$ cat config.mk
export PLATFORM = sky130hd
export DESIGN_NAME = rtcb_core
export DESIGN_NICKNAME = d
export VERILOG_FILES = /design/src/include/rtcb_pkg.sv /design/src/hdl/rtcb_core.sv
export SDC_FILE = /design/constraint.sdc
export NUM_CORES = 2
export LEC_CHECK = 0
export CAP_MARGIN = 20
export CORE_MARGIN = 3
export CORE_UTILIZATION = 65
export DETAILED_ROUTE_END_ITERATION = 6
export DONT_BUFFER_PORTS = 1
export HOLD_SLACK_MARGIN = 0.15
export PLACE_DENSITY_LB_ADDON = 0.05
export SYNTH_ARGS = -nofsm -noshare
export SYNTH_HDL_FRONTEND = slang
export SYNTH_SLANG_ARGS = --single-unit
$ cat constraint.sdc
create_clock -name MCLK_I -period 11.71 [get_ports MCLK_I]
set_input_delay 0.5855 -clock MCLK_I [delete_from_list [all_inputs] [get_ports MCLK_I]]
set_output_delay 0.5855 -clock MCLK_I [all_outputs]
set_load 0.03 [all_outputs]
$ cat src/include/rtcb_pkg.sv
/*
  Shared constants and types for the circular-buffer and mode-command message handler.
  Assumes a 16-bit RAM word address space and one clock domain.
*/
`default_nettype none
package rtcb_pkg;
  localparam int unsigned AW = 16;
  localparam logic [3:0] CTRL_SIZE_LSB = 4'h4;     // Block size code in control word 7:4
  localparam logic [3:0] CTRL_IRQ_ACC_BIT = 4'hf;  // Interrupt on access, top control bits
  localparam logic [3:0] CTRL_BLK_IRQ_BIT = 4'h0;  // Block done interrupt enable in descriptor
  localparam logic [3:0] INFO_BROADCAST_FLAG_BIT = 4'h9;    // Broadcast flag inside info word
  localparam logic [15:0] IIW_ACCESS = 16'h0001;   // Log info word: access cause
  localparam logic [15:0] MODE_DESC_BASE = 16'h0400;
  localparam logic [15:0] PTR_RST = 16'h0000;
  localparam logic [15:0] INFO_STEP = 16'h0002;
  localparam logic [1:0] PEND_ACCESS = 2'h1;
  localparam logic [1:0] PEND_BLOCK = 2'h2;
  localparam logic [15:0] CA_OFS = 16'h0002;
  localparam logic [15:0] MI_OFS = 16'h0003;
  localparam int unsigned FIFO_DEPTH = 32;
  localparam int unsigned LOG_DEPTH = 64;

  typedef enum logic [7:0] {
    ST_IDLE = 8'h01,
    ST_INFO = 8'h02,
    ST_TTAG = 8'h04,
    ST_DESC_CA = 8'h08,
    ST_DESC_MI = 8'h10,
    ST_LOG_IIW = 8'h20,
    ST_LOG_IAW = 8'h40,
    ST_IRQ_WAIT = 8'h80
  } rtcb_state_e;

  typedef struct packed {
    logic is_mode;
    logic tr;
    logic broadcast_flag;
    logic error;
    logic busy;
    logic sa_illegal;
    logic [4:0] mode_code;
    logic [4:0] word_count;
    logic [15:0] ctrl;
    logic [15:0] buffer_start_pointer;
    logic [15:0] current_data_pointer;
    logic [15:0] msg_info_pointer;
    logic [15:0] desc_addr;
    logic [15:0] info_word;
    logic [15:0] time_tag;
  } rtcb_msg_s;

  typedef struct packed {
    logic recognized;
    logic respond;
    logic message_error_status;
    logic dyn_bus_accept;
    logic send_data;
    logic [15:0] data_addr;
  } rtcb_resp_s;

  typedef struct packed {
    logic [15:0] addr;
    logic [15:0] data;
  } rtcb_ramwr_s;
endpackage
`default_nettype wire

$ cat src/hdl/rtcb_core.sv
/*
  Message completion handler: circular message-counting buffers, mode command decode,
  interrupt log and pending interrupt bits, with a FIFO in the RAM write path.
  Assumes descriptor words arrive with each message and RAM accepts writes by valid/ready.
*/
// Overview of operation
// - Received data word addresses start at the current data pointer.
// - After the words, write info and time tag, then update pointers.
// - Before block end, info pointer and data pointer move to next slots.
// - On final message, both pointers return to base, low info bits cleared.
// - Block done raises pending bit and interrupt when both enables set.
// - Transmit data word addresses start at the current data pointer.
// - Transmit finishes with info, time tag and pointer update as receive.
// - Broadcast segregation ignored; broadcast data shares the same buffer.
// - Info word carries broadcast flag for every circular-buffer message; mode commands write no info word.
// - Broadcast transmit writes info and time tag, leaves pointers alone.
// - Undefined-mode option touches only the 22 undefined codes.
// - With option clear, undefined codes are valid; table decides legality.
// - Illegal mode command sets message error, status only, no data.
// - With option set, undefined codes get no response and no status change.
// - Illegalization table is all zero after reset.
// - Legal transmit codes 16-31 send clear status plus one data word.
// - Dynamic bus control acceptance status bit is never set.
// - Top control bits select interrupts; no broadcast transmit codes 16-31.
// - Access interrupt sets pending bit and drives interrupt output.
// - Log info and address words are written before interrupt output.
// - Logged address is mode descriptor address from code and direction.
// - Full count when info pointer plus one has all N low bits set.
// - Non-final good message advances info pointer by two.
// - Error, busy or illegal: info words written, pointers kept.
`default_nettype none
module rtcb_fifo #(
  parameter int unsigned WIDTH = 32,
  parameter int unsigned DEPTH = 32
) (
  input wire logic clk_i,
  input wire logic rst_n_i,
  input wire logic in_valid_i,
  output logic in_ready_o,
  input wire logic [WIDTH-1:0] in_data_i,
  output logic out_valid_o,
  input wire logic out_ready_i,
  output logic [WIDTH-1:0] out_data_o
);
  localparam int unsigned PW = $clog2(DEPTH);
  typedef struct packed {
    logic [PW-1:0] wr;
    logic [PW-1:0] rd;
    logic [PW:0] cnt;
  } rtcb_fptr_s;
  rtcb_fptr_s q, d;
  logic [WIDTH-1:0] mem_q [DEPTH];
  logic push;
  logic pop;

  assign in_ready_o = (q.cnt != DEPTH[PW:0]);
  assign out_valid_o = (q.cnt != '0);
  assign out_data_o = mem_q[q.rd];
  assign push = in_valid_i && in_ready_o;
  assign pop = out_valid_o && out_ready_i;

  always_comb begin
    d = q;
    if (push) begin
      d.wr = (q.wr == PW'(DEPTH - 1)) ? '0 : q.wr + 1'b1;
    end
    if (pop) begin
      d.rd = (q.rd == PW'(DEPTH - 1)) ? '0 : q.rd + 1'b1;
    end
    d.cnt = q.cnt + {{PW{1'b0}}, push} - {{PW{1'b0}}, pop};
  end

  always_ff @(posedge clk_i or negedge rst_n_i) begin
    if (!rst_n_i) begin
      q <= '0;
    end else begin
      q <= d;
    end
  end

  // Storage needs no reset; empty flag guards every read
  always_ff @(posedge clk_i) begin
    if (push) begin
      mem_q[q.wr] <= in_data_i;
    end
  end
endmodule

module rtcb_core
  import rtcb_pkg::*;
#(
  parameter int unsigned FIFO_W = 32,
  parameter int unsigned FIFO_D = rtcb_pkg::FIFO_DEPTH
) (
  input wire logic MCLK_I,
  input wire logic RST_N_I,
  input wire logic MSG_VALID_I,
  output logic MSG_READY_O,
  input wire rtcb_pkg::rtcb_msg_s MSG_I,
  input wire logic UNDEF_MODE_INVALID_I,
  input wire logic [1:0] IRQ_EN_I,
  input wire logic [1:0] PEND_CLR_I,
  output logic [1:0] PEND_O,
  output logic INT_N_O,
  input wire logic ILL_WR_I,
  input wire logic [5:0] ILL_IDX_I,
  input wire logic ILL_BIT_I,
  input wire logic [4:0] WORD_IDX_I,
  output logic [15:0] WORD_ADDR_O,
  output rtcb_pkg::rtcb_resp_s RESP_O,
  output logic RESP_VALID_O,
  output logic [15:0] CUR_PTR_O,
  output logic [15:0] INFO_PTR_O,
  output logic RAM_WR_VALID_O,
  input wire logic RAM_WR_READY_I,
  output rtcb_pkg::rtcb_ramwr_s RAM_WR_O
);
  import rtcb_pkg::*;

  typedef struct packed {
    rtcb_state_e state;
    rtcb_msg_s msg;
    logic [15:0] cur;
    logic [15:0] info;
    logic block_done;
    logic advance;
    logic [1:0] pend;
    logic [63:0] ill;
    rtcb_resp_s resp;
    logic resp_v;
    logic [15:0] word_addr;
    logic [5:0] log_ptr;
  } rtcb_st_s;

  rtcb_st_s q, d;
  logic push_v;
  logic push_rdy;
  rtcb_ramwr_s push_w;
  logic fifo_empty_n;
  logic [15:0] mask;
  logic [15:0] inc;
  logic full;
  logic [4:0] mc;
  logic undef;
  logic illegal;
  logic [15:0] wc;
  logic [5:0] ill_idx;
  logic ignore;
  logic acc_irq;

  // Low info-pointer bits owned by the block counter; loop avoids a too-wide shift
  always_comb begin
    mask = '0;
    for (int b = 0; b < 16; b++) begin
      mask[b] = (b < int'(q.msg.ctrl[CTRL_SIZE_LSB +: 4]));
    end
  end

  assign inc = q.info + 16'h0001;
  assign full = &(inc | ~mask);
  // A zero word count field means 32 words
  assign wc = (q.msg.word_count == 5'h00) ? 16'h0020 : {11'h000, q.msg.word_count};
  assign mc = MSG_I.mode_code;
  assign ill_idx = {MSG_I.tr, mc};

  // The 22 undefined combinations
  always_comb begin
    undef = 1'b0;
    if (!MSG_I.tr) begin
      case (mc)
        5'h10, 5'h12, 5'h13: undef = 1'b1;
        default: undef = !mc[4];
      endcase
    end else begin
      case (mc)
        5'h11, 5'h14, 5'h15: undef = 1'b1;
        default: undef = 1'b0;
      endcase
    end
  end

  assign illegal = q.ill[ill_idx];
  // Unrecognized commands leave status and interrupts alone
  assign ignore = undef && UNDEF_MODE_INVALID_I;
  // Broadcast transmit 16-31 is not a legal command, so it never interrupts
  assign acc_irq = !ignore && MSG_I.ctrl[CTRL_IRQ_ACC_BIT] && IRQ_EN_I[0]
    && !(MSG_I.broadcast_flag && MSG_I.tr && mc[4]);

  always_comb begin
    d = q;
    d.resp_v = 1'b0;
    push_v = 1'b0;
    push_w = '0;
    d.word_addr = q.cur + {11'h000, WORD_IDX_I};
    d.pend = q.pend & ~PEND_CLR_I;
    if (ILL_WR_I) begin
      d.ill[ILL_IDX_I] = ILL_BIT_I;
    end
    case (q.state)
      ST_IDLE: begin
        if (MSG_VALID_I) begin
          d.msg = MSG_I;
          if (MSG_I.is_mode) begin
            d.resp = '0;
            d.resp.dyn_bus_accept = 1'b0;
            d.resp.data_addr = MSG_I.current_data_pointer;
            if (ignore) begin
              // Not recognized: status stays intact for later status requests
              d.resp.recognized = 1'b0;
            end else begin
              d.resp.recognized = 1'b1;
              d.resp.respond = !MSG_I.broadcast_flag;
              d.resp.message_error_status = illegal;
              d.resp.send_data = !illegal && MSG_I.tr && mc[4] && !MSG_I.broadcast_flag;
            end
            d.resp_v = 1'b1;
            if (acc_irq) begin
              d.state = ST_LOG_IIW;
            end
          end else begin
            // Segregation option deliberately not consulted here
            d.cur = MSG_I.current_data_pointer;
            d.info = MSG_I.msg_info_pointer;
            d.state = ST_INFO;
          end
        end
      end
      ST_INFO: begin
        push_v = 1'b1;
        push_w.addr = q.info;
        push_w.data = q.msg.info_word;
        push_w.data[INFO_BROADCAST_FLAG_BIT] = q.msg.broadcast_flag;
        if (push_rdy) begin
          d.state = ST_TTAG;
        end
      end
      ST_TTAG: begin
        push_v = 1'b1;
        push_w.addr = q.info + 16'h0001;
        push_w.data = q.msg.time_tag;
        d.advance = !(q.msg.error || q.msg.busy || q.msg.sa_illegal
          || (q.msg.broadcast_flag && q.msg.tr));
        if (push_rdy) begin
          d.state = d.advance ? ST_DESC_CA : ST_IDLE;
          // A skipped message neither counts towards the block nor moves a pointer
          d.block_done = full && d.advance;
          if (!d.advance) begin
            d.cur = q.cur;
            d.info = q.info;
          end else if (full) begin
            d.cur = q.msg.buffer_start_pointer;
            d.info = q.info & ~mask;
          end else begin
            d.cur = q.cur + wc;
            d.info = q.info + INFO_STEP;
          end
        end
      end
      ST_DESC_CA: begin
        push_v = 1'b1;
        push_w.addr = q.msg.desc_addr + CA_OFS;
        push_w.data = q.cur;
        if (push_rdy) begin
          d.state = ST_DESC_MI;
        end
      end
      ST_DESC_MI: begin
        push_v = 1'b1;
        push_w.addr = q.msg.desc_addr + MI_OFS;
        push_w.data = q.info;
        if (push_rdy) begin
          d.state = (q.block_done && q.msg.ctrl[CTRL_BLK_IRQ_BIT] && IRQ_EN_I[1])
            ? ST_IRQ_WAIT : ST_IDLE;
        end
      end
      ST_LOG_IIW: begin
        push_v = 1'b1;
        push_w.addr = 16'(LOG_DEPTH) + {10'h000, q.log_ptr};
        push_w.data = IIW_ACCESS;
        if (push_rdy) begin
          d.log_ptr = q.log_ptr + 6'h01;
          d.state = ST_LOG_IAW;
        end
      end
      ST_LOG_IAW: begin
        push_v = 1'b1;
        push_w.addr = 16'(LOG_DEPTH) + {10'h000, q.log_ptr};
        push_w.data = MODE_DESC_BASE + {8'h00, q.msg.tr, q.msg.mode_code, 2'h0};
        if (push_rdy) begin
          d.log_ptr = q.log_ptr + 6'h01;
          d.state = ST_IRQ_WAIT;
        end
      end
      ST_IRQ_WAIT: begin
        // Interrupt only once every queued word has reached RAM
        if (!fifo_empty_n) begin
          d.pend = d.pend | (q.msg.is_mode ? PEND_ACCESS : PEND_BLOCK);
          d.state = ST_IDLE;
        end
      end
      default: begin
        d.state = ST_IDLE;
      end
    endcase
  end

  always_ff @(posedge MCLK_I or negedge RST_N_I) begin
    if (!RST_N_I) begin
      q <= '0;
      q.state <= ST_IDLE;
      q.cur <= PTR_RST;
      q.info <= PTR_RST;
      q.ill <= 64'h0;
    end else begin
      q <= d;
    end
  end

  rtcb_fifo #(
    .WIDTH(FIFO_W),
    .DEPTH(FIFO_D)
  ) u_fifo (
    .clk_i(MCLK_I),
    .rst_n_i(RST_N_I),
    .in_valid_i(push_v),
    .in_ready_o(push_rdy),
    .in_data_i(push_w),
    .out_valid_o(fifo_empty_n),
    .out_ready_i(RAM_WR_READY_I),
    .out_data_o(RAM_WR_O)
  );

  assign RAM_WR_VALID_O = fifo_empty_n;
  assign MSG_READY_O = (q.state == ST_IDLE);
  assign PEND_O = q.pend;
  assign INT_N_O = ~|q.pend;
  assign WORD_ADDR_O = q.word_addr;
  assign RESP_O = q.resp;
  assign RESP_VALID_O = q.resp_v;
  assign CUR_PTR_O = q.cur;
  assign INFO_PTR_O = q.info;
endmodule
`default_nettype wire

; After elaboration in Yosys (flattened, before gate mapping)
; Memories as Yosys holds them, arrays and structs flattened.
; Index checks and enable logic that the tools add are counted.
[word_totals]
ram_bits = 1024
mem_count = 1
reg_bits = 294
wordCells = 181
inputBits = 150
output_inout_bits = 107
[mem_list]
columns = name, depth, width, rd, rd_clocked_by_memory_dff, write_ports, line
row1 = u_fifo.mem_q, 32, 32, 1, 0, 1, rtcb_core.sv:52  ; logic [WIDTH-1:0] mem_q [DEPTH];
[op_classes]
order_cmp = 18
bitwise = 6
reduce_logical = 41
mux = 42
eq_ne = 28
addsub = 13
[ops]
columns = op, n
row1 = 32-bit one-hot mux with 6 select lines, 1
row2 = 168-bit 2-to-1 mux, 1
row3 = 32-bit 2-to-1 mux, 3
row4 = 8-bit 2-to-1 mux, 10
row5 = 64-bit bitwise mux, 1
row6 = 32-bit one-hot mux with 2 select lines, 1
row7 = 8-bit one-hot mux with 8 select lines, 1
row8 = 16-bit by 2-bit adder with 16-bit output (second input constant), 3
row9 = 5-bit == test (second input constant), 8
row10 = 33-bit 2-to-1 mux, 1
row11 = 4-bit < comparator (first input constant), 7
row12 = 16-bit by 1-bit adder with 16-bit output (second input constant), 1
row13 = 16-bit by 5-bit adder with 16-bit output, 1
row14 = 16-bit by 6-bit adder with 16-bit output, 1
row15 = 16-bit bitwise AND, 1
row16 = 1-bit logical AND, 16
row17 = 3-bit by 4-bit < comparator with 1-bit output (first input constant), 4
row18 = 15-bit inverter with 16-bit output, 1
row19 = 16-bit bitwise OR, 1
row20 = 16-bit AND reduction, 1
row21 = 6-bit by 7-bit < comparator with 1-bit output (second input constant), 2
row22 = 1-bit 2-to-1 mux, 13
row23 = 11-bit by 8-bit adder with 12-bit output (first input constant), 1
row24 = 2-bit by 1-bit inequality test with 1-bit output (second input constant), 6
row25 = 40 further kinds, 62

; Longest topological paths before layout
[depth]
ltp_word = 13
mapped_depth = 16

; Cells and area by module
; From an unflattened synthesis, not the netlist that was laid out.
[unflattened]
cells_unflattened = 3316
hier_area_um2 = 53637.7
[modules_own_cells]
columns = module, seq_area_each_um2, area_each_um2, instances, cells_each
row1 = rtcb_fifo, 31149.9, 39882.0, 1, 1824
row2 = rtcb_core, 5856.9, 13755.7, 1, 1492

; Least setup slack after synthesis
; OpenSTA, ideal clock, no wires.
[synth_path]
kind = flip-flop to flip-flop
start = reg q[274] (netlist name)
end = mem u_fifo.mem_q[0][26] (data pin)
path_buffers = 2
arrival_time_ns = 4.119
required_time_ns = 11.095
stages_incl_launch_ff = 8
slack_ns = 6.975
period_less_slack_ns = 4.735
setup_ns = 0.615
path_cell_list = dfrtp_1 > or4_4 > buf_6 > or3_4 > nand2b_1 > clkbuf_1 > o22a_1 > o311ai_0
[synth_lines]
columns = item, line
row1 = start: declaration, rtcb_core.sv:135  ; rtcb_st_s q, d;
row2 = end: declaration, rtcb_core.sv:52

==> metrics.txt <==
CTS tree yes; Clk Latency, worst-skew pair 730 ps; f_max 188 MHz; DIE WIDTH 293 um; wire per inst 31.8 um; Mapped Cells 2,981; CORE AREA 0.0811 sq mm; RSZ-0062 raised after global routing no; Final Max Tran Viols 0; Crit path required time 11,120 ps; final setup margin 6380 ps; Finished Cell Area 0.0602 sq mm; Max Cap Viol 0; Sw Pwr 4830 uW; Pre-Repair DR Iteration Count 7; DP Area 0.0545 sq mm; largest net degree at the start of global routing 251; Post-DP HPWL 75,600 um; synth warn 0; Initial Utilization 0.660; htree depth 4; nets 3,260; Post-synth EDFFs 1,024; crit-path cells buf_12 > buf_4 > mux4_2 > mux4_2 > mux2_2; clock share of power 0.279; Synth Net Count 3,167; antenna violations before repair 3; Worst path max stage delay 860 ps; final setup TNS 0 ps; ANT nets after route 0; async set-reset flop share out of synthesis 0.196; clk sinks 1,274; maximum clock insertion buffer count 3; commonest non-fill, non-tap cell in the layout edfxtp_1; synthesized area per cell 18.0 sq um; Yosys top cell area share 0.574; vias 29,300; ratio of cells with drive above 1 in the final layout 0.273; Final period util 0.455; Worst Path Buf+Inv 2; CP Launch Type register; die area 0.0858 sq mm; Mapped Area 0.0535 sq mm; clk_skew 45.3 ps; DP Worst Slack 6980 ps; Via density 6.89; worst min path class in -> reg; worst vdd ir 0.221 mV; Seq cells post-synth 1,274; Slew @ Worst Pin 1330 ps; Leak 0.0208 uW; Reg power frac 0.447; WS Path Type reg -> out; CTS clk-pin slew, worst paths 60 ps; fin crit period 5330 ps; internal cell power 9650 uW; dominant cells by area after synthesis edfxtp_1 57%, mux4_2 14%, dfrtp_1 12%; Max FO, Critical Path 104; clock root buffer clkbuf_16; Distinct cells, synth 93; setup slack, reg-to-reg 7090 ps; power density over the cells 240 mW/mm^2; status complete, but fails checks; Detailed Route Iter0 Violations 3,384; max_slew headroom 0.113; total CTS buffers 130; Switching Share 0.334; Post-CTS Setup Repair Bufs 0; vias in the first global route 29,900; global placement routability congestion 0.921; Top delay family on crit path multiplexers; failing checks DRC; Comb pwr share 0.274; sequential area share after synthesis 0.691; Row Count 104; Die Ht 293 um; drt drc 2; remaining global-route overflow 0; slowest CP cell dfrtp_4; commonest non-fill, non-tap cells in the layout 1,024 x edfxtp_1, 341 x mux4_2, 244 x dfrtp_1; # IOs 257; final setup fails 0; commonest register cell after synthesis edfxtp_1; Fin. Hold Viols 0; Area Growth Syn to Fin 12.5%; Global Route Usage Sum 0.320; Critical Path Sink Type primary output; Synth area leader edfxtp_1; Port Buffers 0; critical path's most frequent cell mux4_2; worst hold slack 188 ps; Routed Wire Length 135,000 um; Worst Path Arrival 4750 ps; wire length of the first global-routing pass 199,000 um
## flip-flops by register name, indices dropped and copies added, names as in the netlist
name	count
RESP_VALID_O	1
PEND_O	2
u_fifo.q	16
CUR_PTR_O	16
u_fifo.mem_q	1024
RESP_O	20
INFO_PTR_O	16
q	163
WORD_ADDR_O	16
## final cells by class
type                            count  area (sq um)
Sequential cell                  1274         37000
Fill cell                        4587         20800
Multi-Input combinational cell   1420         15400
Clock buffer                      180          3550
Timing Repair Buffer              205          2130
Tap cell                         1060          1330
Clock inverter                     58           613
Inverter                           43           166
Antenna cell                        4          10.0
## repair_timing
item | CTS | global route
hold buffers | 123 | 0
resized for setup | 0 | 0
hold endpoints to repair | 451 | 0
## synth_stat cells (5+ instances only)
master,instances
edfxtp_1,1024
buf_1,27
buf_2,22
a21oi_1,68
a21o_1,10
nand3_1,52
o311ai_0,5
xnor2_1,26
xor2_1,16
and3_1,23
nor4_1,11
buf_4,76
clkbuf_1,116
mux4_2,341
o211ai_1,9
a31oi_1,12
or3_1,8
mux2i_1,10
o22ai_1,5
nor2b_1,10
nand4_1,10
nor3_1,26
ha_1,33
nand2b_1,9
nand2_1,166
nand3b_1,8
o31ai_1,6
nor2_1,160
o21ai_0,63
dfrtp_1,249
a221oi_1,7
o21ai_1,6
mux2_2,183
o221ai_1,7
inv_1,41
a32oi_1,5
a22oi_1,32
## final timing paths
path,startpoint,endpoint,depth (start not counted)
hold reg to reg,q[5]$_DFFE_PN0P_,q[5]$_DFFE_PN0P_,1
setup / recovery,u_fifo.q[6]$_DFFE_PN0N_,RAM_WR_O[14],5
setup reg to reg,INFO_PTR_O[0]$_DFFE_PN0P_,INFO_PTR_O[8]$_DFFE_PN0P_,9
min in group asynchronous,RST_N_I,q[157]$_DFFE_PN0P_,2
hold / removal,MSG_I[119],RESP_O[16]$_DFFE_PN0P_,2
max in group asynchronous,RST_N_I,q[52]$_DFFE_PN0P_,2
## metrics by stage
stage,power [uW],util,cells
6_report,14500,0.743,4244
5_1_grt,15000,0.743,4242
4_1_cts,14400,0.739,4226
3_5_place_dp,10400,0.672,3865
3_3_place_gp,10200,0.672,3864
2_1_floorplan,9330,-,2981
## worst register-to-register path, delay by kind of cell, from the launching register on
| kind | cells | cell delay (ps) |
|---|---|---|
| and+or+nand+nor | 4 | 1940 |
| AOI/OAI and AO/OA | 3 | 1240 |
| DFF | 1 | 820 |
| adders and majority gates | 1 | 330 |
| xor gates and xnor gates | 1 | 240 |
## routing by layer
layer	wire length (um)	global-route usage
met1	50100	0.438
met2	68100	0.524
met3	11600	0.0574
met4	5200	0.125
met5	0	0
## kinds of logic after synthesis
| kind of cell | after synthesis | share of synthesized area |
|---|---|---|
| compound gates | 286 | 0.0355 |
| fa+ha+maj | 36 | 0.00884 |
| xor+xnor | 42 | 0.00687 |
| other cells | 1 | 0.0000701 |
| buf+inv | 287 | 0.0265 |
| mux | 534 | 0.184 |
| simple gates | 521 | 0.0471 |
| flops | 1274 | 0.691 |
## power groups by stage
stage | clock network, uW | registers (uW) | logic (uW)
6_report | 4030 | 6470 | 3970
5_1_grt | 4260 | 6510 | 4230
4_1_cts | 4070 | 6460 | 3910
3_5_place_dp | 0 | 6550 | 3830
3_3_place_gp | 0 | 6530 | 3720
2_1_floorplan | 0 | 5940 | 3380
Power figures use the tool's default switching activity.
